===== config.mk =====
export PLATFORM = sky130hd
export DESIGN_NAME = gtw_top
export DESIGN_NICKNAME = d
export VERILOG_FILES = /design/src/logic/gtw_pkg.sv /design/src/logic/gtw_debounce.sv /design/src/logic/gtw_idle_timer.sv /design/src/logic/gtw_top.sv
export VERILOG_INCLUDE_DIRS = /design/src /design/src/logic
export SDC_FILE = /design/constraint.sdc
export NUM_CORES = 1
export LEC_CHECK = 0
export ABC_AREA = 1
export ABC_CLOCK_PERIOD_IN_PS = 7100
export BUFFER_PORTS_ARGS = -buffer_cell sky130_fd_sc_hd__buf_4
export CELL_PAD_IN_SITES_DETAIL_PLACEMENT = 1
export CELL_PAD_IN_SITES_GLOBAL_PLACEMENT = 1
export CORE_ASPECT_RATIO = 2
export CORE_MARGIN = 4
export CORE_UTILIZATION = 30
export DETAILED_ROUTE_END_ITERATION = 10
export PLACE_DENSITY_LB_ADDON = 0.15
export SETUP_SLACK_MARGIN = 0.1
export SLEW_MARGIN = 20
export SYNTH_ARGS = -nofsm -noshare
export SYNTH_HDL_FRONTEND = slang
export SYNTH_SLANG_ARGS = --single-unit

===== constraint.sdc =====
create_clock -name CLK_I -period 7.1 [get_ports CLK_I]
set_clock_uncertainty 0.2 [all_clocks]
set_input_delay 1.065 -clock CLK_I [delete_from_list [all_inputs] [get_ports CLK_I]]
set_output_delay 1.065 -clock CLK_I [all_outputs]
set_load 0.005 [all_outputs]

===== src/logic/gtw_params.svh =====
`ifndef GTW_PARAMS_SVH
`define GTW_PARAMS_SVH
// Functional notes
// - Vector-table access wakes when watch bit set.
// - External input reloads timer or wakes, if enabled.
// - Debounce external input; width and polarity selectable.
// - Forced-entry write needs forced-entry enable bit.
// - Three-bit field selects idle period, resets 000.
// - Every wake-up reloads timer, asserts power enable.
// - Enabled low IRQ lines wake in power-save.
// - Enabled high IRQ lines wake in power-save.
// - In normal state IRQs only reload timer.
// - Timer expiry enters power-save when enabled.
// - Status bit reads 0 power-save, 1 normal.

// Register indexes; byte address is four times the index.
`define GTW_IDX_PEN 8'he0
`define GTW_IDX_CTL 8'he1
`define GTW_IDX_LOW 8'he2
`define GTW_IDX_HIGH 8'he3

// Control register fields.
`define GTW_CTL_VEC 7
`define GTW_CTL_RLD 6
`define GTW_CTL_WID 5
`define GTW_CTL_POL 4
`define GTW_CTL_FORCE 3
`define GTW_CTL_SEL_HI 2
`define GTW_CTL_SEL_LO 0

// Port-enable register fields.
`define GTW_PEN_FORCE_EN 0
`define GTW_PEN_TMR_EN 2
`define GTW_PEN_STATE 3

// Used bits of the interrupt enable registers.
`define GTW_LOW_MASK 8'hfa
`define GTW_HIGH_MASK 8'hdf
`define GTW_REG_RST 8'h00

// Timing, with cycle counts derived from the clock rate.
`define GTW_CLK_HZ 10000000
`define GTW_SHORT_NS 100
`define GTW_LONG_MS 5
`define GTW_SHORT_CYC ((`GTW_SHORT_NS * (`GTW_CLK_HZ / 1000000) + 999) / 1000)
`define GTW_LONG_CYC (`GTW_LONG_MS * (`GTW_CLK_HZ / 1000))
`define GTW_TICK_CYC (`GTW_CLK_HZ)

// Idle periods in seconds for each select code.
`define GTW_P0 14'd15
`define GTW_P1 14'd120
`define GTW_P2 14'd300
`define GTW_P3 14'd900
`define GTW_P4 14'd1800
`define GTW_P5 14'd2700
`define GTW_P6 14'd3600
`define GTW_P7 14'd14400
`endif


===== src/logic/gtw_pkg.sv =====
package gtw_pkg;
	// Power state of the system as seen by the monitor.
	typedef enum logic {
		GTW_NORMAL,
		GTW_SAVE
	} gtw_state_e;
	// Idle period select code.
	typedef logic [2:0] gtw_sel_t;
endpackage : gtw_pkg


===== src/logic/gtw_debounce.sv =====
`include "gtw_params.svh"
// Qualifies the synchronised external input: one pulse per accepted assertion.
module gtw_debounce
	import gtw_pkg::*;
#(
	parameter int CNT_W = 16,
	parameter int LONG_CYC = `GTW_LONG_CYC
) (
	input wire logic clk_i,
	input wire logic srst_i,
	input wire logic act_i,
	input wire logic long_i,
	output logic event_o
);
	logic [CNT_W-1:0] cnt_ff;
	logic [CNT_W-1:0] nxt_cnt;
	logic fired_ff;
	logic nxt_fired;
	logic event_ff;
	logic nxt_event;
	logic [CNT_W-1:0] target;

	// Short width is a single clean sample; long width filters switch bounce.
	assign target = long_i ? CNT_W'(LONG_CYC) : CNT_W'(`GTW_SHORT_CYC);

	// Count active cycles; fire once, then wait for the input to drop.
	always_comb begin
		nxt_cnt = cnt_ff;
		nxt_fired = fired_ff;
		nxt_event = 1'b0;
		if (!act_i) begin
			nxt_cnt = '0;
			nxt_fired = 1'b0;
		end else if (!fired_ff) begin
			if (cnt_ff + CNT_W'(1) >= target) begin
				nxt_event = 1'b1;
				nxt_fired = 1'b1;
			end else begin
				nxt_cnt = cnt_ff + CNT_W'(1);
			end
		end
	end

	// Register the filter state.
	always_ff @(posedge clk_i) begin
		if (srst_i) begin
			cnt_ff <= '0;
			fired_ff <= 1'b0;
			event_ff <= 1'b0;
		end else begin
			cnt_ff <= nxt_cnt;
			fired_ff <= nxt_fired;
			event_ff <= nxt_event;
		end
	end

	assign event_o = event_ff;
endmodule : gtw_debounce


===== src/logic/gtw_idle_timer.sv =====
`include "gtw_params.svh"
// Idle countdown in whole seconds; pulses once when the period runs out.
module gtw_idle_timer
	import gtw_pkg::*;
#(
	parameter int TICK_CYC = `GTW_TICK_CYC
) (
	input wire logic clk_i,
	input wire logic srst_i,
	input wire logic reload_i,
	input wire gtw_sel_t sel_i,
	output logic expire_o
);
	logic [23:0] pre_ff;
	logic [23:0] nxt_pre;
	logic [13:0] sec_ff;
	logic [13:0] nxt_sec;
	logic armed_ff;
	logic nxt_armed;
	logic exp_ff;
	logic nxt_exp;

	function automatic logic [13:0] period(input gtw_sel_t s);
		case (s)
			3'h0: period = `GTW_P0;
			3'h1: period = `GTW_P1;
			3'h2: period = `GTW_P2;
			3'h3: period = `GTW_P3;
			3'h4: period = `GTW_P4;
			3'h5: period = `GTW_P5;
			3'h6: period = `GTW_P6;
			default: period = `GTW_P7;
		endcase
	endfunction : period

	// Prescaler and seconds counter; expiry disarms until the next reload.
	always_comb begin
		nxt_pre = pre_ff;
		nxt_sec = sec_ff;
		nxt_armed = armed_ff;
		nxt_exp = 1'b0;
		if (reload_i) begin
			nxt_pre = '0;
			nxt_sec = period(sel_i);
			nxt_armed = 1'b1;
		end else if (armed_ff) begin
			if (pre_ff == 24'(TICK_CYC - 1)) begin
				nxt_pre = '0;
				if (sec_ff <= 14'h1) begin
					nxt_exp = 1'b1;
					nxt_armed = 1'b0;
				end else begin
					nxt_sec = sec_ff - 14'h1;
				end
			end else begin
				nxt_pre = pre_ff + 24'h1;
			end
		end
	end

	// Register counters; after reset the default period runs.
	always_ff @(posedge clk_i) begin
		if (srst_i) begin
			pre_ff <= '0;
			sec_ff <= `GTW_P0;
			armed_ff <= 1'b1;
			exp_ff <= 1'b0;
		end else begin
			pre_ff <= nxt_pre;
			sec_ff <= nxt_sec;
			armed_ff <= nxt_armed;
			exp_ff <= nxt_exp;
		end
	end

	assign expire_o = exp_ff;
endmodule : gtw_idle_timer


===== src/logic/gtw_top.sv =====
// Added by the designer: the AHB-Lite register port.
`include "gtw_params.svh"
// Idle timer and wake-up monitor with an AHB-Lite register slave.
module gtw_top
	import gtw_pkg::*;
#(
	parameter int TICK_CYC = `GTW_TICK_CYC,
	parameter int LONG_CYC = `GTW_LONG_CYC
) (
	input wire logic CLK_I,
	input wire logic SRST_I,
	input wire logic HSEL_I,
	input wire logic [31:0] HADDR_I,
	input wire logic [1:0] HTRANS_I,
	input wire logic HWRITE_I,
	input wire logic [2:0] HSIZE_I,
	input wire logic [31:0] HWDATA_I,
	input wire logic HREADY_I,
	output logic [31:0] HRDATA_O,
	output logic HREADYOUT_O,
	output logic HRESP_O,
	input wire logic EXT_MGMT_IN_I,
	input wire logic VEC_ACCESS_I,
	input wire logic [15:0] IRQ_I,
	output logic PERIPH_POWER_EN_O,
	output logic POWER_SAVE_O
);
	// Input synchronisers; the first stage feeds only the second.
	// Nothing else reads a first stage, so a metastable sample settles first.
	// External management input, first and second stage.
	logic ext_s1_ff;
	logic ext_s2_ff;
	// Vector-table access indicator, two stages plus one cycle of history.
	logic vec_s1_ff;
	logic vec_s2_ff;
	logic vec_d_ff;
	// Interrupt lines; the history stage turns a held level into one edge.
	logic [15:0] irq_s1_ff;
	logic [15:0] irq_s2_ff;
	logic [15:0] irq_d_ff;

	// Software registers.
	// Port enable: forced-entry enable, timer enable and plain storage.
	logic [7:0] pen_ff;
	logic [7:0] nxt_pen;
	// Control: vector watch, reload, width, polarity, force and period.
	logic [7:0] ctl_ff;
	logic [7:0] nxt_ctl;
	// Low interrupt enables; unused bits are stored but never acted on.
	logic [7:0] low_ff;
	logic [7:0] nxt_low;
	// High interrupt enables; the reserved bit is stored but ignored.
	logic [7:0] high_ff;
	logic [7:0] nxt_high;

	// Bus data-phase capture.
	// Set for the one data phase that follows a write address phase.
	logic wr_pend_ff;
	logic nxt_wr_pend;
	// Register index taken in the address phase, used in the data phase.
	logic [7:0] wr_idx_ff;
	logic [7:0] nxt_wr_idx;
	// Read data; it stands until the next read address phase.
	logic [31:0] rdata_ff;
	logic [31:0] nxt_rdata;

	// Power state and outputs.
	// Normal or power-saving state of the system.
	gtw_state_e state_ff;
	gtw_state_e nxt_state;
	// Peripheral power enable, active high inside the block.
	logic peripheral_power_enable_ff;
	logic nxt_peripheral_power_enable;
	// Registered copy of the power-saving state for the output pin.
	logic save_ff;
	logic nxt_save;

	// Internal events.
	// External input after polarity, and its qualified event pulse.
	logic ext_act;
	logic ext_ev;
	// Vector access edge and interrupt request edges.
	logic vec_ev;
	logic [15:0] irq_rise;
	logic irq_hit;
	// Any enabled activity, and the same activity while saving power.
	logic activity;
	logic wake;
	// Entry request, timer expiry pulse and forced-entry write.
	logic enter;
	logic expire;
	logic force_wr;
	// Bus address phase qualifier and decoded register index.
	logic addr_ok;
	logic [7:0] addr_idx;

	// Word index decode; only the low index window is mapped.
	// Byte address bits 1:0 are ignored; every transfer is a whole word.
	function automatic logic [7:0] word_idx(input logic [31:0] a);
		word_idx = a[9:2];
	endfunction : word_idx

	// Read value of one register index, taken from next-state values.
	function automatic logic [7:0] reg_read(input logic [7:0] idx, input logic [7:0] pen,
		input logic [7:0] ctl, input logic [7:0] low, input logic [7:0] high,
		input logic normal);
		case (idx)
			`GTW_IDX_PEN: begin
				reg_read = pen;
				reg_read[`GTW_PEN_STATE] = normal;
			end
			`GTW_IDX_CTL: reg_read = ctl;
			`GTW_IDX_LOW: reg_read = low;
			`GTW_IDX_HIGH: reg_read = high;
			// Unmapped indexes read as zero and never raise an error.
			default: reg_read = `GTW_REG_RST;
		endcase
	endfunction : reg_read

	// Two-stage synchronisers for all pin inputs, plus edge history.
	// Reset clears every stage, so a line held high through the release shows one rising edge.
	always_ff @(posedge CLK_I) begin
		if (SRST_I) begin
			ext_s1_ff <= 1'b0;
			ext_s2_ff <= 1'b0;
			vec_s1_ff <= 1'b0;
			vec_s2_ff <= 1'b0;
			vec_d_ff <= 1'b0;
			irq_s1_ff <= '0;
			irq_s2_ff <= '0;
			irq_d_ff <= '0;
		end else begin
			ext_s1_ff <= EXT_MGMT_IN_I;
			ext_s2_ff <= ext_s1_ff;
			vec_s1_ff <= VEC_ACCESS_I;
			vec_s2_ff <= vec_s1_ff;
			vec_d_ff <= vec_s2_ff;
			irq_s1_ff <= IRQ_I;
			irq_s2_ff <= irq_s1_ff;
			irq_d_ff <= irq_s2_ff;
		end
	end

	assign ext_act = ctl_ff[`GTW_CTL_POL] ? ext_s2_ff : ~ext_s2_ff;

	// Width filter for the external management input.
	// Polarity is applied before the filter, so one counter serves both.
	gtw_debounce #(
		.CNT_W(16),
		.LONG_CYC(LONG_CYC)
	) u_debounce (
		.clk_i(CLK_I),
		.srst_i(SRST_I),
		.act_i(ext_act),
		.long_i(ctl_ff[`GTW_CTL_WID]),
		.event_o(ext_ev)
	);

	assign vec_ev = vec_s2_ff & ~vec_d_ff & ctl_ff[`GTW_CTL_VEC];

	// A request is its rising edge, so a held line counts once.
	assign irq_rise = irq_s2_ff & ~irq_d_ff;

	// low lines; high lines; low bits 2 and 0 and high bit 5 ignored
	assign irq_hit = |(irq_rise[7:0] & low_ff & `GTW_LOW_MASK) |
		|(irq_rise[15:8] & high_ff & `GTW_HIGH_MASK);

	// gated external event; same activity reloads in normal
	assign activity = (ext_ev & ctl_ff[`GTW_CTL_RLD]) | vec_ev | irq_hit;

	// In normal state the same activity only reloads the timer.
	// every wake-up reloads
	assign wake = activity & (state_ff == GTW_SAVE);

	// Idle timer, reloaded by any activity in either state.
	// A period select change takes effect at the next reload.
	gtw_idle_timer #(
		.TICK_CYC(TICK_CYC)
	) u_idle_timer (
		.clk_i(CLK_I),
		.srst_i(SRST_I),
		.reload_i(activity),
		.sel_i(ctl_ff[`GTW_CTL_SEL_HI:`GTW_CTL_SEL_LO]),
		.expire_o(expire)
	);

	// forced entry on a 1 write
	assign force_wr = wr_pend_ff & (wr_idx_ff == `GTW_IDX_CTL) &
		HWDATA_I[`GTW_CTL_FORCE] & pen_ff[`GTW_PEN_FORCE_EN];

	// Activity in the same cycle blocks an entry request.
	// expiry gated by timer enable
	assign enter = (state_ff == GTW_NORMAL) & ~activity &
		((expire & pen_ff[`GTW_PEN_TMR_EN]) | force_wr);

	// Address phase is valid when selected, non-idle and the bus is ready.
	// Address bits above the register window must be zero.
	assign addr_idx = word_idx(HADDR_I);
	assign addr_ok = HSEL_I & HTRANS_I[1] & HREADY_I & (HADDR_I[31:10] == 22'h0);

	// Bus front end and register writes; a write lands in its data phase.
	always_comb begin
		// A write address phase arms the data-phase capture.
		nxt_wr_pend = addr_ok & HWRITE_I;
		nxt_wr_idx = addr_idx;
		// Registers hold unless the pending write names them.
		nxt_pen = pen_ff;
		nxt_ctl = ctl_ff;
		nxt_low = low_ff;
		nxt_high = high_ff;
		if (wr_pend_ff) begin
			case (wr_idx_ff)
				`GTW_IDX_PEN: nxt_pen = HWDATA_I[7:0];
				`GTW_IDX_CTL: nxt_ctl = HWDATA_I[7:0];
				`GTW_IDX_LOW: nxt_low = HWDATA_I[7:0];
				`GTW_IDX_HIGH: nxt_high = HWDATA_I[7:0];
				// Writes to unmapped indexes change nothing.
				default: nxt_pen = pen_ff;
			endcase
		end
		// The state bit is read-only; it is never stored.
		nxt_pen[`GTW_PEN_STATE] = 1'b0;
		// Reads use next values so a read right after a write sees it.
		nxt_rdata = rdata_ff;
		if (addr_ok & ~HWRITE_I) begin
			nxt_rdata = {24'h0, reg_read(addr_idx, nxt_pen, nxt_ctl, nxt_low,
				nxt_high, nxt_state == GTW_NORMAL)};
		end
	end

	// Power state machine; a wake-up wins over any entry request.
	always_comb begin
		nxt_state = state_ff;
		nxt_peripheral_power_enable = peripheral_power_enable_ff;
		case (state_ff)
			GTW_NORMAL: begin
				// Expiry or a forced write drops peripheral power.
				if (enter) begin
					nxt_state = GTW_SAVE;
					nxt_peripheral_power_enable = 1'b0;
				end
			end
			GTW_SAVE: begin
				if (wake) begin
					nxt_state = GTW_NORMAL;
					nxt_peripheral_power_enable = 1'b1;
				end
			end
			default: begin
				// An illegal state recovers to normal with power on.
				nxt_state = GTW_NORMAL;
				nxt_peripheral_power_enable = 1'b1;
			end
		endcase
		// Registered from the next state, so the pin never glitches.
		nxt_save = (nxt_state == GTW_SAVE);
	end

	// Register all control state; reset leaves the system in normal state.
	always_ff @(posedge CLK_I) begin
		if (SRST_I) begin
			// Registers start at zero, so the shortest period is selected.
			pen_ff <= `GTW_REG_RST;
			ctl_ff <= `GTW_REG_RST;
			low_ff <= `GTW_REG_RST;
			high_ff <= `GTW_REG_RST;
			// No write is pending out of reset.
			wr_pend_ff <= 1'b0;
			wr_idx_ff <= `GTW_REG_RST;
			rdata_ff <= '0;
			// Reset leaves the system normal with peripherals powered.
			state_ff <= GTW_NORMAL;
			peripheral_power_enable_ff <= 1'b1;
			save_ff <= 1'b0;
		end else begin
			// Software registers.
			pen_ff <= nxt_pen;
			ctl_ff <= nxt_ctl;
			low_ff <= nxt_low;
			high_ff <= nxt_high;
			// Bus capture.
			wr_pend_ff <= nxt_wr_pend;
			wr_idx_ff <= nxt_wr_idx;
			rdata_ff <= nxt_rdata;
			// Power state.
			state_ff <= nxt_state;
			peripheral_power_enable_ff <= nxt_peripheral_power_enable;
			save_ff <= nxt_save;
		end
	end

	// Zero wait states and OKAY only; HSIZE is accepted but not checked.
	assign HREADYOUT_O = 1'b1;
	assign HRESP_O = 1'b0;
	// Read data comes straight from its register.
	assign HRDATA_O = rdata_ff;
	// The two power outputs come straight from their flip-flops.
	assign PERIPH_POWER_EN_O = peripheral_power_enable_ff;
	assign POWER_SAVE_O = save_ff;
endmodule : gtw_top


Yosys cells after proc, flatten, opt, wreduce, memory -nomap -nowiden:

Cells that the tools add are included.
W data, S select, Z words.

* logic and storage cells: 124
* register bits: 162
* input port bits: 92

* reductions and logical operators: 13
* order comparisons: 2
* bitwise logic cells: 34
* eq/ne operators: 18
* multiplexer cells: 29
* add/sub/neg operators: 3

Operators with widths (count)
* $pmux W14 S7: 1
* $eq A8 B8 Y1 const B: 8
* $mux W8: 8
* $mux W14: 4
* $pmux W8 S4: 1
* $add A24 B1 Y24 const B: 1
* $eq A24 B24 Y1 const B: 1
* $mux W24: 1
* $logic_not A22 Y1: 1
* $add A16 B1 Y16 const B: 1
* $and A16 B16 Y16: 1
* $and A8 B8 Y8: 2
* $ge A16 B16 Y1: 1
* $mux W16: 1
* $not A16 Y16: 1
* $and A1 B1 Y1: 15
* $le A14 B1 Y1 const B: 1
* $sub A14 B1 Y14 const B: 1
* $mux W1: 11
* $not A1 Y1: 11
* $eq A3 B3 Y1 const B: 3
* $reduce_or A7 Y1: 1
* $eq A3 B2 Y1 const B: 2
* $reduce_or A6 Y1: 1
* other kinds (12): 20

Depth between registers and ports, before layout:

Gate-level depths: netlist of run 1.

* depth after elaboration: 13
* depth in mapped cells: 18

Hierarchy:

Synthesis of run 1 repeated with hierarchy kept, for this count alone.

* cells, all modules: 1209
* area total of the unflattened synthesis: 8011.4 um^2

By module, submodules not included
* gtw_top: cells each 591, area each 4182.8 um^2, times used 1, sequential area each 1881.8 um^2
* gtw_idle_timer: cells each 407, area each 2493.6 um^2, times used 1, sequential area each 800.8 um^2
* gtw_debounce: cells each 211, area each 1335.0 um^2, times used 1, sequential area each 360.3 um^2

Worst setup path before layout of run 1:

OpenSTA, ideal clock, no wires.

* path type: register to register
* start: register u_debounce.cnt_ff[0]
* end: register u_debounce.cnt_ff[6]
* clock period less this slack: 2825 ps
* buffers on the path: 1
* data arrival time: 2512 ps
* cell stages (with the launch flop): 18
* path slack: 4275 ps
* cells stage by stage: dfxtp_1 -> ha_1 -> nand2_2 -> nor2_4 -> nand4_1 -> nor3_1 -> xor2_1 -> inv_1 -> ha_1 -> a21oi_1 -> inv_1 -> a211oi_1 -> nand3_2 -> nand2_4 -> nand3_4 -> buf_4 -> nor2_1 -> nor2_1

* cells in the longest elaborated chain, start to end: 4

Ends and longest elaborated chain
* from (decl): RTL line gtw_debounce.sv:15 `logic [CNT_W-1:0] cnt_ff;`
* from (signal assigned): RTL line gtw_debounce.sv:51 `cnt_ff <= nxt_cnt;`
* $add A16 B1 Y16 (*): RTL line gtw_debounce.sv:35, gtw_debounce.sv:39
* $ge A16 B16 Y1: RTL line gtw_debounce.sv:35 `if (cnt_ff + CNT_W'(1) >= target) begin`
* $not A1 Y1 (no line)
* $reduce_and A2 Y1 (no line)

Every way passes the cells marked *; elsewhere a longest branch is shown, timed or not.
A chain may end at the register's enable or synchronous reset.

Worst setup path after layout of run 1:

* start: register u_debounce.cnt_ff[0]
* end: register u_debounce.cnt_ff[10]

Same word-level chain as after synthesis.

==> results of run 1 <==
cell usage after synthesis, drive strengths merged:
master,n
nand3b,2
a211oi,1
o32ai,1
a22oi,1
nor4,14
nor3,29
a31oi,1
nand3,45
or2,8
o211a,1
clkinv,1
a21oi,30
and3,1
o21a,1
and2,2
buf,32
nand2,224
dfxtp,152
clkbuf,20
conb,2
inv,179
nand4,25
xnor2,3
xor2,16
ha,11
o211ai,10
nor2,222
nor3b,1
o21ai,74
o22ai,8
power groups by stage:
stage | Clock (mW) | Combinational (mW) | Sequential, mW
after floorplan | 0 | 0.0470 | 0.890
after global placement | 0 | 0.0781 | 0.891
after detailed placement | 0 | 0.0794 | 0.891
after CTS | 0.913 | 0.0797 | 0.871
after global routing | 0.948 | 0.0883 | 0.873
final | 0.883 | 0.0779 | 0.871
through the flow:
| step | instances | instance area, um^2 |
|---|---|---|
| 2_1_floorplan | 1141 | 7570 |
| 3_3_place_gp | 1492 | 8210 |
| 3_5_place_dp | 1492 | 8210 |
| 4_1_cts | 1524 | 8770 |
| 5_1_grt | 1524 | 8770 |
| 6_report | 1524 | 8770 |
critical path: stages (launching register included):
cell,delay (ns)
dfxtp_1,0.43
ha_1,0.23
nand2_2,0.10
nor2_4,0.18
nand4_1,0.13
nor3_1,0.20
xor2_1,0.16
inv_1,0.09
ha_1,0.18
a21oi_1,0.19
inv_1,0.06
a211oi_1,0.27
nand3_2,0.13
nand2_4,0.14
nand3_4,0.28
nor2_1,0.21
nor2_1,0.06
layer usage:
metal / part of all wire [%] / global-route usage [%]
met2: 59 / 33.8
met4: 3.1 / 7.42
met5: 0 / 0
met3: 2.4 / 2.69
met1: 36 / 15.2
registers in the layout, indices dropped and copies added, names as in the netlist, 13 cells and up:
register,count
irq_d_ff,13
irq_s1_ff,13
irq_s2_ff,13
u_debounce.cnt_ff,16
u_idle_timer.pre_ff,24
u_idle_timer.sec_ff,14
worst paths after layout:
kind	to	depth (start not counted)	startpoint
setup / recovery	u_debounce.cnt_ff[10]	16	u_debounce.cnt_ff[0]
hold / removal	irq_s2_ff[10]	2	irq_s1_ff[10]
setup reg to reg	u_debounce.cnt_ff[10]	16	u_debounce.cnt_ff[0]
hold reg to reg	irq_s2_ff[10]	2	irq_s1_ff[10]
cells by family after synthesis:
| family | after synthesis | share of synthesized area, % |
|---|---|---|
| AND/OR/NAND/NOR | 573 | 32.8 |
| AO/OA/AOI/OAI | 128 | 9.26 |
| XOR/XNOR | 19 | 2.22 |
| buffers and inverters | 232 | 13.1 |
| adder cells (fa/ha/maj) | 11 | 1.84 |
| other | 2 | 0.100 |
| flip-flops | 152 | 40.7 |
layout make-up:
type	count	share of cell area (%)
Timing Repair Buffer	71	6.07
Tap cell	332	4.73
Multi-Input combinational cell	757	40.4
Clock buffer	18	4.89
Inverter	180	7.70
Clock inverter	14	1.50
Sequential cell	152	34.7
==> key figures, run 1 <==
Global routing
  – Largest net degree at the start of global routing: 62
  – GRT overflow: 0
  – Vias in the first global route: 7244
  – Total track usage: 16.4%
  – First-pass GRT wire length: 35700 um
  – Initial antenna violation count: 0

Final layout
  – Most frequent cells in the layout: 220 x nand2_1, 214 x nor2_1, 173 x inv_1
  – Area Overhead vs Synth: 17.3%
  – Commonest non-fill, non-tap cell in the layout: nand2_1
  – Fin nets: around 1300
  – Layout cells sized above 1: 10.9%
  – # fillers: 3171
  – Diode count: 0
  – Multi-input combinational cell area: 3550 um^2
  – Storage cell area: 3040 um^2
  – Fin util: around 36%

Logic synthesis
  – Post-synthesis area per instance: roughly 6.7 um^2
  – Share of the synthesized area in the top cell type: 40.7%
  – Flops & latches, synth: about 150
  – Netlist cell types: 45
  – Mapped Cells: about 1100
  – Sequential area share after synthesis: 40.7%
  – Top cells by area, synth: dfxtp_1 41%, nand2_1 11%, nor2_1 11%
  – Syn Std Cell Area: 7480 um^2
  – Warning count from the yosys run: 0
  – Leading area contributor after synthesis: dfxtp_1

CTS
  – CTS max path bufs: 2
  – Setup Buffers After CTS: 0
  – TritonCTS clock tree: yes
  – CTS root buffer: clkbuf_16
  – Hold-fix buffers at CTS: 0
  – Clock transition at path regs: around 0.070 ns
  – Worst skew pair latency: 0.45 ns
  – Num Clock Sinks: roughly 150
  – Htree depth: 4
  – CTS Buf Count: 17
  – CTS resizes: 0

Setup path
  – CP startpoint kind: flip-flop
  – WP data required: just over 7 ns
  – CP max FO: 27
  – Reg-to-reg slack, setup: 3.73 ns
  – Crit path capture type: flip-flop
  – Setup CP Type: reg2reg
  – WP data arrival: roughly 3.5 ns

Timing
  – Fmax: 297 MHz
  – Rel. slew slack: 35.6%
  – Setup TNS: 0 ns
  – Final setup violation count: 0
  – Worst slew pin tran: 0.958 ns
  – Post-layout min period: 3.37 ns
  – Final Max Slew Viols: 0
  – Post-route worst setup slack: 3.73 ns
  – RSZ-0062 raised after global routing: no
  – Final cycle utilization of the critical path: between 40 and 50%
  – Final hold violations: 0
  – WHS: 0.200 ns

Die
  – Rows: a little over 80
  – Initial Util: 30.5%
  – Core ar.: around 25000 um^2
  – Die Area: 27700 um^2
  – Die width: 120 um
  – Die height: 231 um
  – IO Count: about 130

Pwr
  – Worst vdd ir: 0.000155 V
  – Internal Pwr Total: 1.36 mW
  – Total Power: 1.83 mW
  – Comb pwr share: 4.2%
  – Net Sw Frac: 25.6%
  – Seq pwr share: 47.6%
  – Leak pwr: 4.05 nW
  – Clk pwr share: 48.2%
  – Switching power: 0.469 mW
  – P per Cell Area: 209 nW/um^2

Hold path
  – Min-Delay Path Class: reg2reg

Drt
  – First drt pass iteration count: 4
  – Routed len/inst: 14.4 um
  – Wirelength, routed: 22000 um
  – Via count: between 6000 and 7000
  – Post-route ant nets: 0
  – Vias per cell: approximately 4.6
  – DRT iter0 DRCs: 187
  – # DRC: 0

Place
  – PortBufs: slightly below 70
  – RD Place Congestion: 0.851
  – Hpwl dp: around 17000 um
  – Pre-CTS setup slack: roughly 3.6 ns

Run status
  – Outcome: finished clean

Flow run
  – Max-cap violations: 0
Note: power is estimated with default switching activity, not from simulation.
==> run 2: changes to the inputs <==
- ABC_AREA: 1 -> 0
- ABC_CLOCK_PERIOD_IN_PS: 7100 -> 2700
- clock period: 7.1 -> 2.7 ns (I/O delays scaled with it)
==> key figures, run 2 <==
Logic synthesis
  – Post-synthesis area per instance: 8.87 um^2 (+32%)
  – Mapped Cells: 771 (-31%)
  – Top cells by area, synth: dfxtp_1 44%, nor2_1 5.7%, mux2i_1 5.6%
  – Flops & latches, synth: 152 (unchanged)
  – Count leader, synth: dfxtp_1
  – Leading area contributor after synthesis: dfxtp_1
  – Netlist cell types: 63 (+40%)
  – Sequential area share after synthesis: 44.5% (+3.8 points)
  – Warning count from the yosys run: 0 (unchanged)
  – Post-synth EDFFs: 0 (unchanged)
  – Top cells by count, synth: 152 x dfxtp_1, 103 x nor2_1, 60 x nand2_1
  – Main synth FF type: dfxtp_1
  – FFs w/ async S/R, synth: 0% (unchanged)
  – Share of the synthesized area in the top cell type: 44.5% (+3.8 points)
  – Syn Std Cell Area: 6840 um^2 (-8.6%)

Timing
  – Rel. slew slack: 41.3% (+5.6 points)
  – Worst slew pin tran: 0.881 ns (-0.0773 ns)
  – RSZ-0062 raised after global routing: yes
  – Fmax: 303 MHz (+2.1%)
  – Final Max Slew Viols: 0 (unchanged)
  – Post-layout min period: 3.30 ns (-0.0708 ns)
  – Final hold violations: 0 (unchanged)
  – Final cycle utilization of the critical path: 122% (+75 points)
  – Final setup violation count: 18 (+18)
  – Post-route worst setup slack: -0.599 ns (-4.33 ns)

Final layout
  – Reg with most FFs: u_idle_timer.pre_ff
  – Layout cells sized above 1: 28.5% (+18 points)
  – Max reg flops: 24 (unchanged)
  – Commonest non-fill, non-tap cell in the layout: buf_4
  – Top Registers: u_idle_timer.pre_ff: 24 flops, u_debounce.cnt_ff: 16 flops, u_idle_timer.sec_ff: 14 flops
  – Area Overhead vs Synth: 38.6%
  – Diode count: 0 (unchanged)
  – Most frequent cells in the layout: 168 x buf_4, 147 x dfxtp_1, 100 x nor2_1
  – Fin util: 42.6% (+6.8 points)
  – Fin nets: 1053 (-18%)

Global routing
  – Initial antenna violation count: 0 (unchanged)
  – Vias in the first global route: 6704 (-7.5%)
  – First-pass GRT wire length: 33800 um (-5.3%)
  – GRT overflow: 0 (unchanged)
  – Largest net degree at the start of global routing: 92 (+48%)
  – Total track usage: 16.9% (+0.50 points)

CTS
  – CTS root buffer: clkbuf_16
  – Num Clock Sinks: 152 (unchanged)
  – CTS max path bufs: 2 (unchanged)
  – TritonCTS clock tree: yes
  – Htree depth: 4 (unchanged)
  – CTS Buf Count: 17 (unchanged)
  – Worst skew pair latency: 0.43 ns (-0.02 ns)
  – Clock transition at path regs: 0.06 ns (about the same)

Drt
  – Post-route ant nets: 0 (unchanged)
  – Vias per cell: 4.92 (+7.5%)
  – First drt pass iteration count: 4 (unchanged)
  – # DRC: 0 (unchanged)
  – Via count: 6091 (-13%)
  – DRT iter0 DRCs: 142 (-24%)
  – Routed len/inst: 17.4 um (+20%)
  – Wirelength, routed: 21500 um (-2.1%)

Hold path
  – Min-Delay Path Class: in2reg
  – Hold path start: HADDR_I[7]

Pwr
  – Leak pwr: 3.80 nW (-6.2%)
  – P per Cell Area: 522 nW/um^2 (+150%)
  – Worst vdd ir: 0.000434 V (+180%)

Setup path
  – R2R Path Start: u_debounce.cnt_ff[1]
  – Crit path max-delay family: simple AND/OR/NAND/NOR gates
  – CP bufs+invs: 2 (unchanged)
  – Crit path from: u_debounce.cnt_ff[1]
  – Setup CP Type: reg2reg
  – CP startpoint kind: flip-flop
  – Slowest cell on crit path: or3_4
  – WP data required: 2.86 ns (-4.37 ns)
  – Crit path capture type: flip-flop
  – CP max FO: 7 (-74%)
  – WP data arrival: 3.46 ns (-0.04 ns)
  – CP cell instances: ha_4, nand3_1, nor2_2, and3_4, xor2_2, ha_1, nand4_1, nor2_1, nand2_1, o211ai_1, a21o_2, buf_4, buf_6, or3_4, a21oi_2
  – Reg-to-reg slack, setup: -0.60 ns (-4.33 ns)
  – Max incr delay on CP: 0.39 ns (-0.04 ns)

Die
  – IO Count: 128 (unchanged)
  – Initial Util: 30.7% (+0.22 points)
  – Die width: 115 um (-4.1%)
  – Die Area: 25400 um^2 (-8.2%)
  – Core ar.: 22300 um^2 (-9.3%)
  – Die height: 222 um (-4.3%)
  – Rows: 77 (-4.9%)

Place
  – RD Place Congestion: 0.930 (+9.3%)
  – Pre-CTS setup slack: -0.673 ns (-4.23 ns)
  – PortBufs: 68 (unchanged)
  – Hpwl dp: 16300 um (-5.2%)

Run status
  – Failing checks: setup timing
  – Outcome: complete, but fails checks

Flow run
  – Max-cap violations: 0 (unchanged)
-- run 2: worst paths after layout --
| path | to | depth (start not counted) |
|---|---|---|
| hold reg to reg | irq_s2_ff[3] | 1 |
| hold / removal | wr_idx_ff[5] | 2 |
| setup / recovery | u_debounce.cnt_ff[12] | 15 |
| setup reg to reg | u_debounce.cnt_ff[12] | 15 |
-- run 2: report_power, final --
| group | total [mW] | switching, mW | internal (mW) |
|---|---|---|---|
| logic | 0.225 | 0.110 | 0.115 |
| clock network | 2.42 | 1.02 | 1.41 |
| registers | 2.30 | 0.0208 | 2.28 |
-- run 2: what timing repair did --
action / 4_1_cts / 5_1_grt
endpoints found under the setup margin: 22 / 36
endpoints found under the hold margin: 20 / 0
buffers inserted: 11 / 13
cloned: 0 / 0
pin swaps: 18 / 23
hold buffers: 20 / 0
gates resized for setup: 27 / 53
-- run 2: worst reg2reg max path: cells and delay by family, from the launching register on --
kind / cells / cell delay, ns
buffers and inverters: 2 / 0.28
flip-flops: 1 / 0.37
AO/OA/AOI/OAI: 3 / 0.64
adder cells (fa/ha/maj): 2 / 0.40
AND/OR/NAND/NOR: 7 / 1.22
XOR/XNOR: 1 / 0.14
-- run 2: cell families after synthesis --
kind of cell,share of synthesized area (%)
flip-flops,44.5
multiplexers,5.73
other,0.110
adder cells (fa/ha/maj),2.01
buffers and inverters,5.76
XOR/XNOR,5.63
AND/OR/NAND/NOR,26.2
AO/OA/AOI/OAI,10.0
-- run 2: metal layers --
layer / global-route usage [%] / wire (um) / up-vias
met5: 0 / 0 / -
met4: 8.07 / 760 / 0
met3: 3.06 / 473 / 39
met2: 34.9 / 13100 / 95
met1: 14.7 / 7160 / 2975
li1: - / - / 2982
-- run 2: area by class of cell --
cell class                 instances  area, um^2
fill                            2579       12800
inverter                          18        67.6
timing repair buffer             195        1560
clock inverter                    14         160
multi-input combinational        566        3850
tap                              276         345
clock buffer                      18         439
sequential                       152        3060
-- run 2: metrics by stage --
step / TNS (ns) / hold slack [ns] / power [mW] / instances / instance area (um^2)
after CTS: -9.35 / 0.0317 / 5.02 / 1226 / 9120
after global routing: -11.72 / 0.0526 / 5.15 / 1239 / 9480
after detailed placement: -11.26 / 0.225 / 2.55 / 1163 / 8150
after global placement: -9.69 / 0.225 / 2.54 / 1163 / 8150
after floorplan: -6.11 / 0.214 / 2.46 / 795 / 6990
final: -9.43 / 0.0423 / 4.95 / 1239 / 9480
==> run 3: changes to the inputs <==
- CELL_PAD_IN_SITES_DETAIL_PLACEMENT: 1 -> 0
- PLACE_DENSITY_LB_ADDON: 0.15 -> 0.08
==> key figures, run 3 (same netlist as run 2, synthesis figures left out) <==
Run status
  – Outcome: complete, but fails checks
  – Failing checks: setup timing

Final layout
  – Max reg flops: 24 (unchanged)
  – Commonest non-fill, non-tap cell in the layout: buf_4
  – Diode count: 0 (unchanged)
  – Layout cells sized above 1: 25.1% (-3.3 points)
  – # fillers: 2245 (-13%)
  – Fin nets: 1034 (-1.8%)
  – Most frequent cells in the layout: 155 x buf_4, 143 x dfxtp_1, 101 x nor2_1
  – Reg with most FFs: u_idle_timer.pre_ff
  – Top Registers: u_idle_timer.pre_ff: 24 flops, u_debounce.cnt_ff: 16 flops, u_idle_timer.sec_ff: 14 flops
  – Area Overhead vs Synth: 33.5%
  – Non-Filler Instances: 1220 (-1.5%)

Setup path
  – Crit path from: u_debounce.cnt_ff[0]
  – Crit path capture type: flip-flop
  – WP data arrival: 3.33 ns (-0.13 ns)
  – WP data required: 2.81 ns (-0.05 ns)
  – R2R Path Start: u_debounce.cnt_ff[0]
  – CP max FO: 6 (-1)
  – Setup CP Type: reg2reg
  – CP startpoint kind: flip-flop
  – Reg-to-reg slack, setup: -0.52 ns (+0.08 ns)

Drt
  – First drt pass iteration count: 4 (unchanged)
  – Post-route ant nets: 0 (unchanged)
  – # DRC: 0 (unchanged)
  – DRT iter0 DRCs: 160 (+13%)
  – Routed len/inst: 15.8 um (-9.1%)
  – Wirelength, routed: 19300 um (-10%)
  – Via count: 5838 (-4.2%)
  – Vias per cell: 4.79 (-2.7%)

Pwr
  – Total Power: 4.95 mW (+0.15%)
  – Worst vdd ir: 0.000588 V (+36%)
  – P per Cell Area: 543 nW/um^2 (+3.9%)
  – Leak pwr: 3.67 nW (-3.5%)

CTS
  – Worst skew pair latency: 0.42 ns (about the same)
  – CTS root buffer: clkbuf_16
  – Num Clock Sinks: 152 (unchanged)
  – CTS max path bufs: 2 (unchanged)
  – Clock transition at path regs: 0.06 ns (about the same)
  – TritonCTS clock tree: yes
  – Htree depth: 4 (unchanged)
  – CTS Buf Count: 17 (unchanged)

Global routing
  – Largest net degree at the start of global routing: 42 (-54%)
  – Met1 Use GR: 14.8% (+0.12 points)
  – Total track usage: 15.6% (-1.3 points)
  – Vias in the first global route: 6186 (-7.7%)
  – GRT overflow: 0 (unchanged)
  – Grt met3 use: 2.90% (-0.16 points)
  – Most utilized layer in the global route result: met2
  – Initial antenna violation count: 0 (unchanged)
  – First-pass GRT wire length: 31300 um (-7.6%)
  – Met2 usage: 30.7% (-4.2 points)

Timing
  – Worst slew pin tran: 0.665 ns (-0.216 ns)
  – RSZ-0062 raised after global routing: yes
  – Fmax: 311 MHz (+2.5%)
  – Final setup violation count: 18 (unchanged)
  – Post-route worst setup slack: -0.520 ns (+0.0789 ns)
  – Final Max Slew Viols: 0 (unchanged)
  – Final hold violations: 0 (unchanged)
  – Post-layout min period: 3.22 ns (-0.0789 ns)
  – Rel. slew slack: 55.5% (+14 points)
  – Final cycle utilization of the critical path: 119% (-2.9 points)

Hold path
  – Min-Delay Path Class: in2reg
  – Hold path start: HADDR_I[9]

Die
  – Core ar.: 22300 um^2 (unchanged)
  – Die width: 115 um (unchanged)
  – Initial Util: 30.7% (unchanged)
  – Die height: 222 um (unchanged)
  – Die Area: 25400 um^2 (unchanged)
  – Rows: 77 (unchanged)
  – IO Count: 128 (unchanged)

Place
  – PortBufs: 68 (unchanged)
  – Cells after DPL: 1160 (-0.26%)
  – Hpwl dp: 14800 um (-9.2%)
  – RD Place Congestion: 0.837 (-10%)

Flow run
  – Max-cap violations: 0 (unchanged)
==> run 3: cell type report <==
class                           instances  area, um^2  share of cell area, %
Tap cell                              276         345                   3.78
Inverter                               18        67.6                  0.740
Clock inverter                         14         174                   1.90
Clock buffer                           18         429                   4.70
Multi-Input combinational cell        566        3670                   40.2
Timing Repair Buffer                  176        1390                   15.2
Sequential cell                       152        3060                   33.5
==> run 3: worst max-delay path, cell delays in order (launching register included) <==
cell,delay (ns)
dfxtp_4,0.37
ha_4,0.14
and3_4,0.17
and3_4,0.17
and3_4,0.19
xnor2_2,0.06
ha_1,0.29
nand4_1,0.12
or4_1,0.53
o211ai_1,0.19
a221oi_4,0.17
and3_4,0.22
mux2_4,0.29
==> run 3: per-stage QoR <==
stage | setup TNS, ns | util [%] | hold WS [ns] | worst slack (ns) | instance area [um^2]
2_1_floorplan | -6.11 | - | 0.214 | -0.439 | 6990
3_3_place_gp | -8.94 | 36.5 | 0.220 | -0.590 | 8130
3_5_place_dp | -9.36 | 36.5 | 0.220 | -0.604 | 8130
4_1_cts | -8.85 | 40.4 | 0.00330 | -0.546 | 9000
5_1_grt | -11.50 | 41.0 | 0.0146 | -0.720 | 9130
6_report | -7.83 | 41.0 | 0.0202 | -0.520 | 9130
==> run 3: final timing paths <==
kind / end / depth (start not counted)
worst min-delay path: wr_idx_ff[7] / 2
worst max register to register: u_debounce.cnt_ff[10] / 12
worst max-delay path: u_debounce.cnt_ff[10] / 12
worst min register to register: irq_s2_ff[1] / 1
==> run 3: what timing repair did <==
action                                 4_1_cts  5_1_grt
buffers inserted                             3        7
hold buffers                                18        0
endpoints found under the hold margin       18        0
pin swaps                                   14        7
gates resized for setup                     23       18
setup endpoints to repair                   24       28
==> run 3: power breakdown <==
group	internal, mW	switching, mW
Sequential	2.28	0.0176
Clock	1.46	0.981
Combinational	0.114	0.105
Total	3.85	1.10
==> run 3: layer usage <==
metal | share of wire, % | vias to the layer above
met4 | 4.2 | 0
met3 | 2.3 | 48
met1 | 35 | 2751
li1 | - | 2949
met5 | 0 | -
met2 | 59 | 90
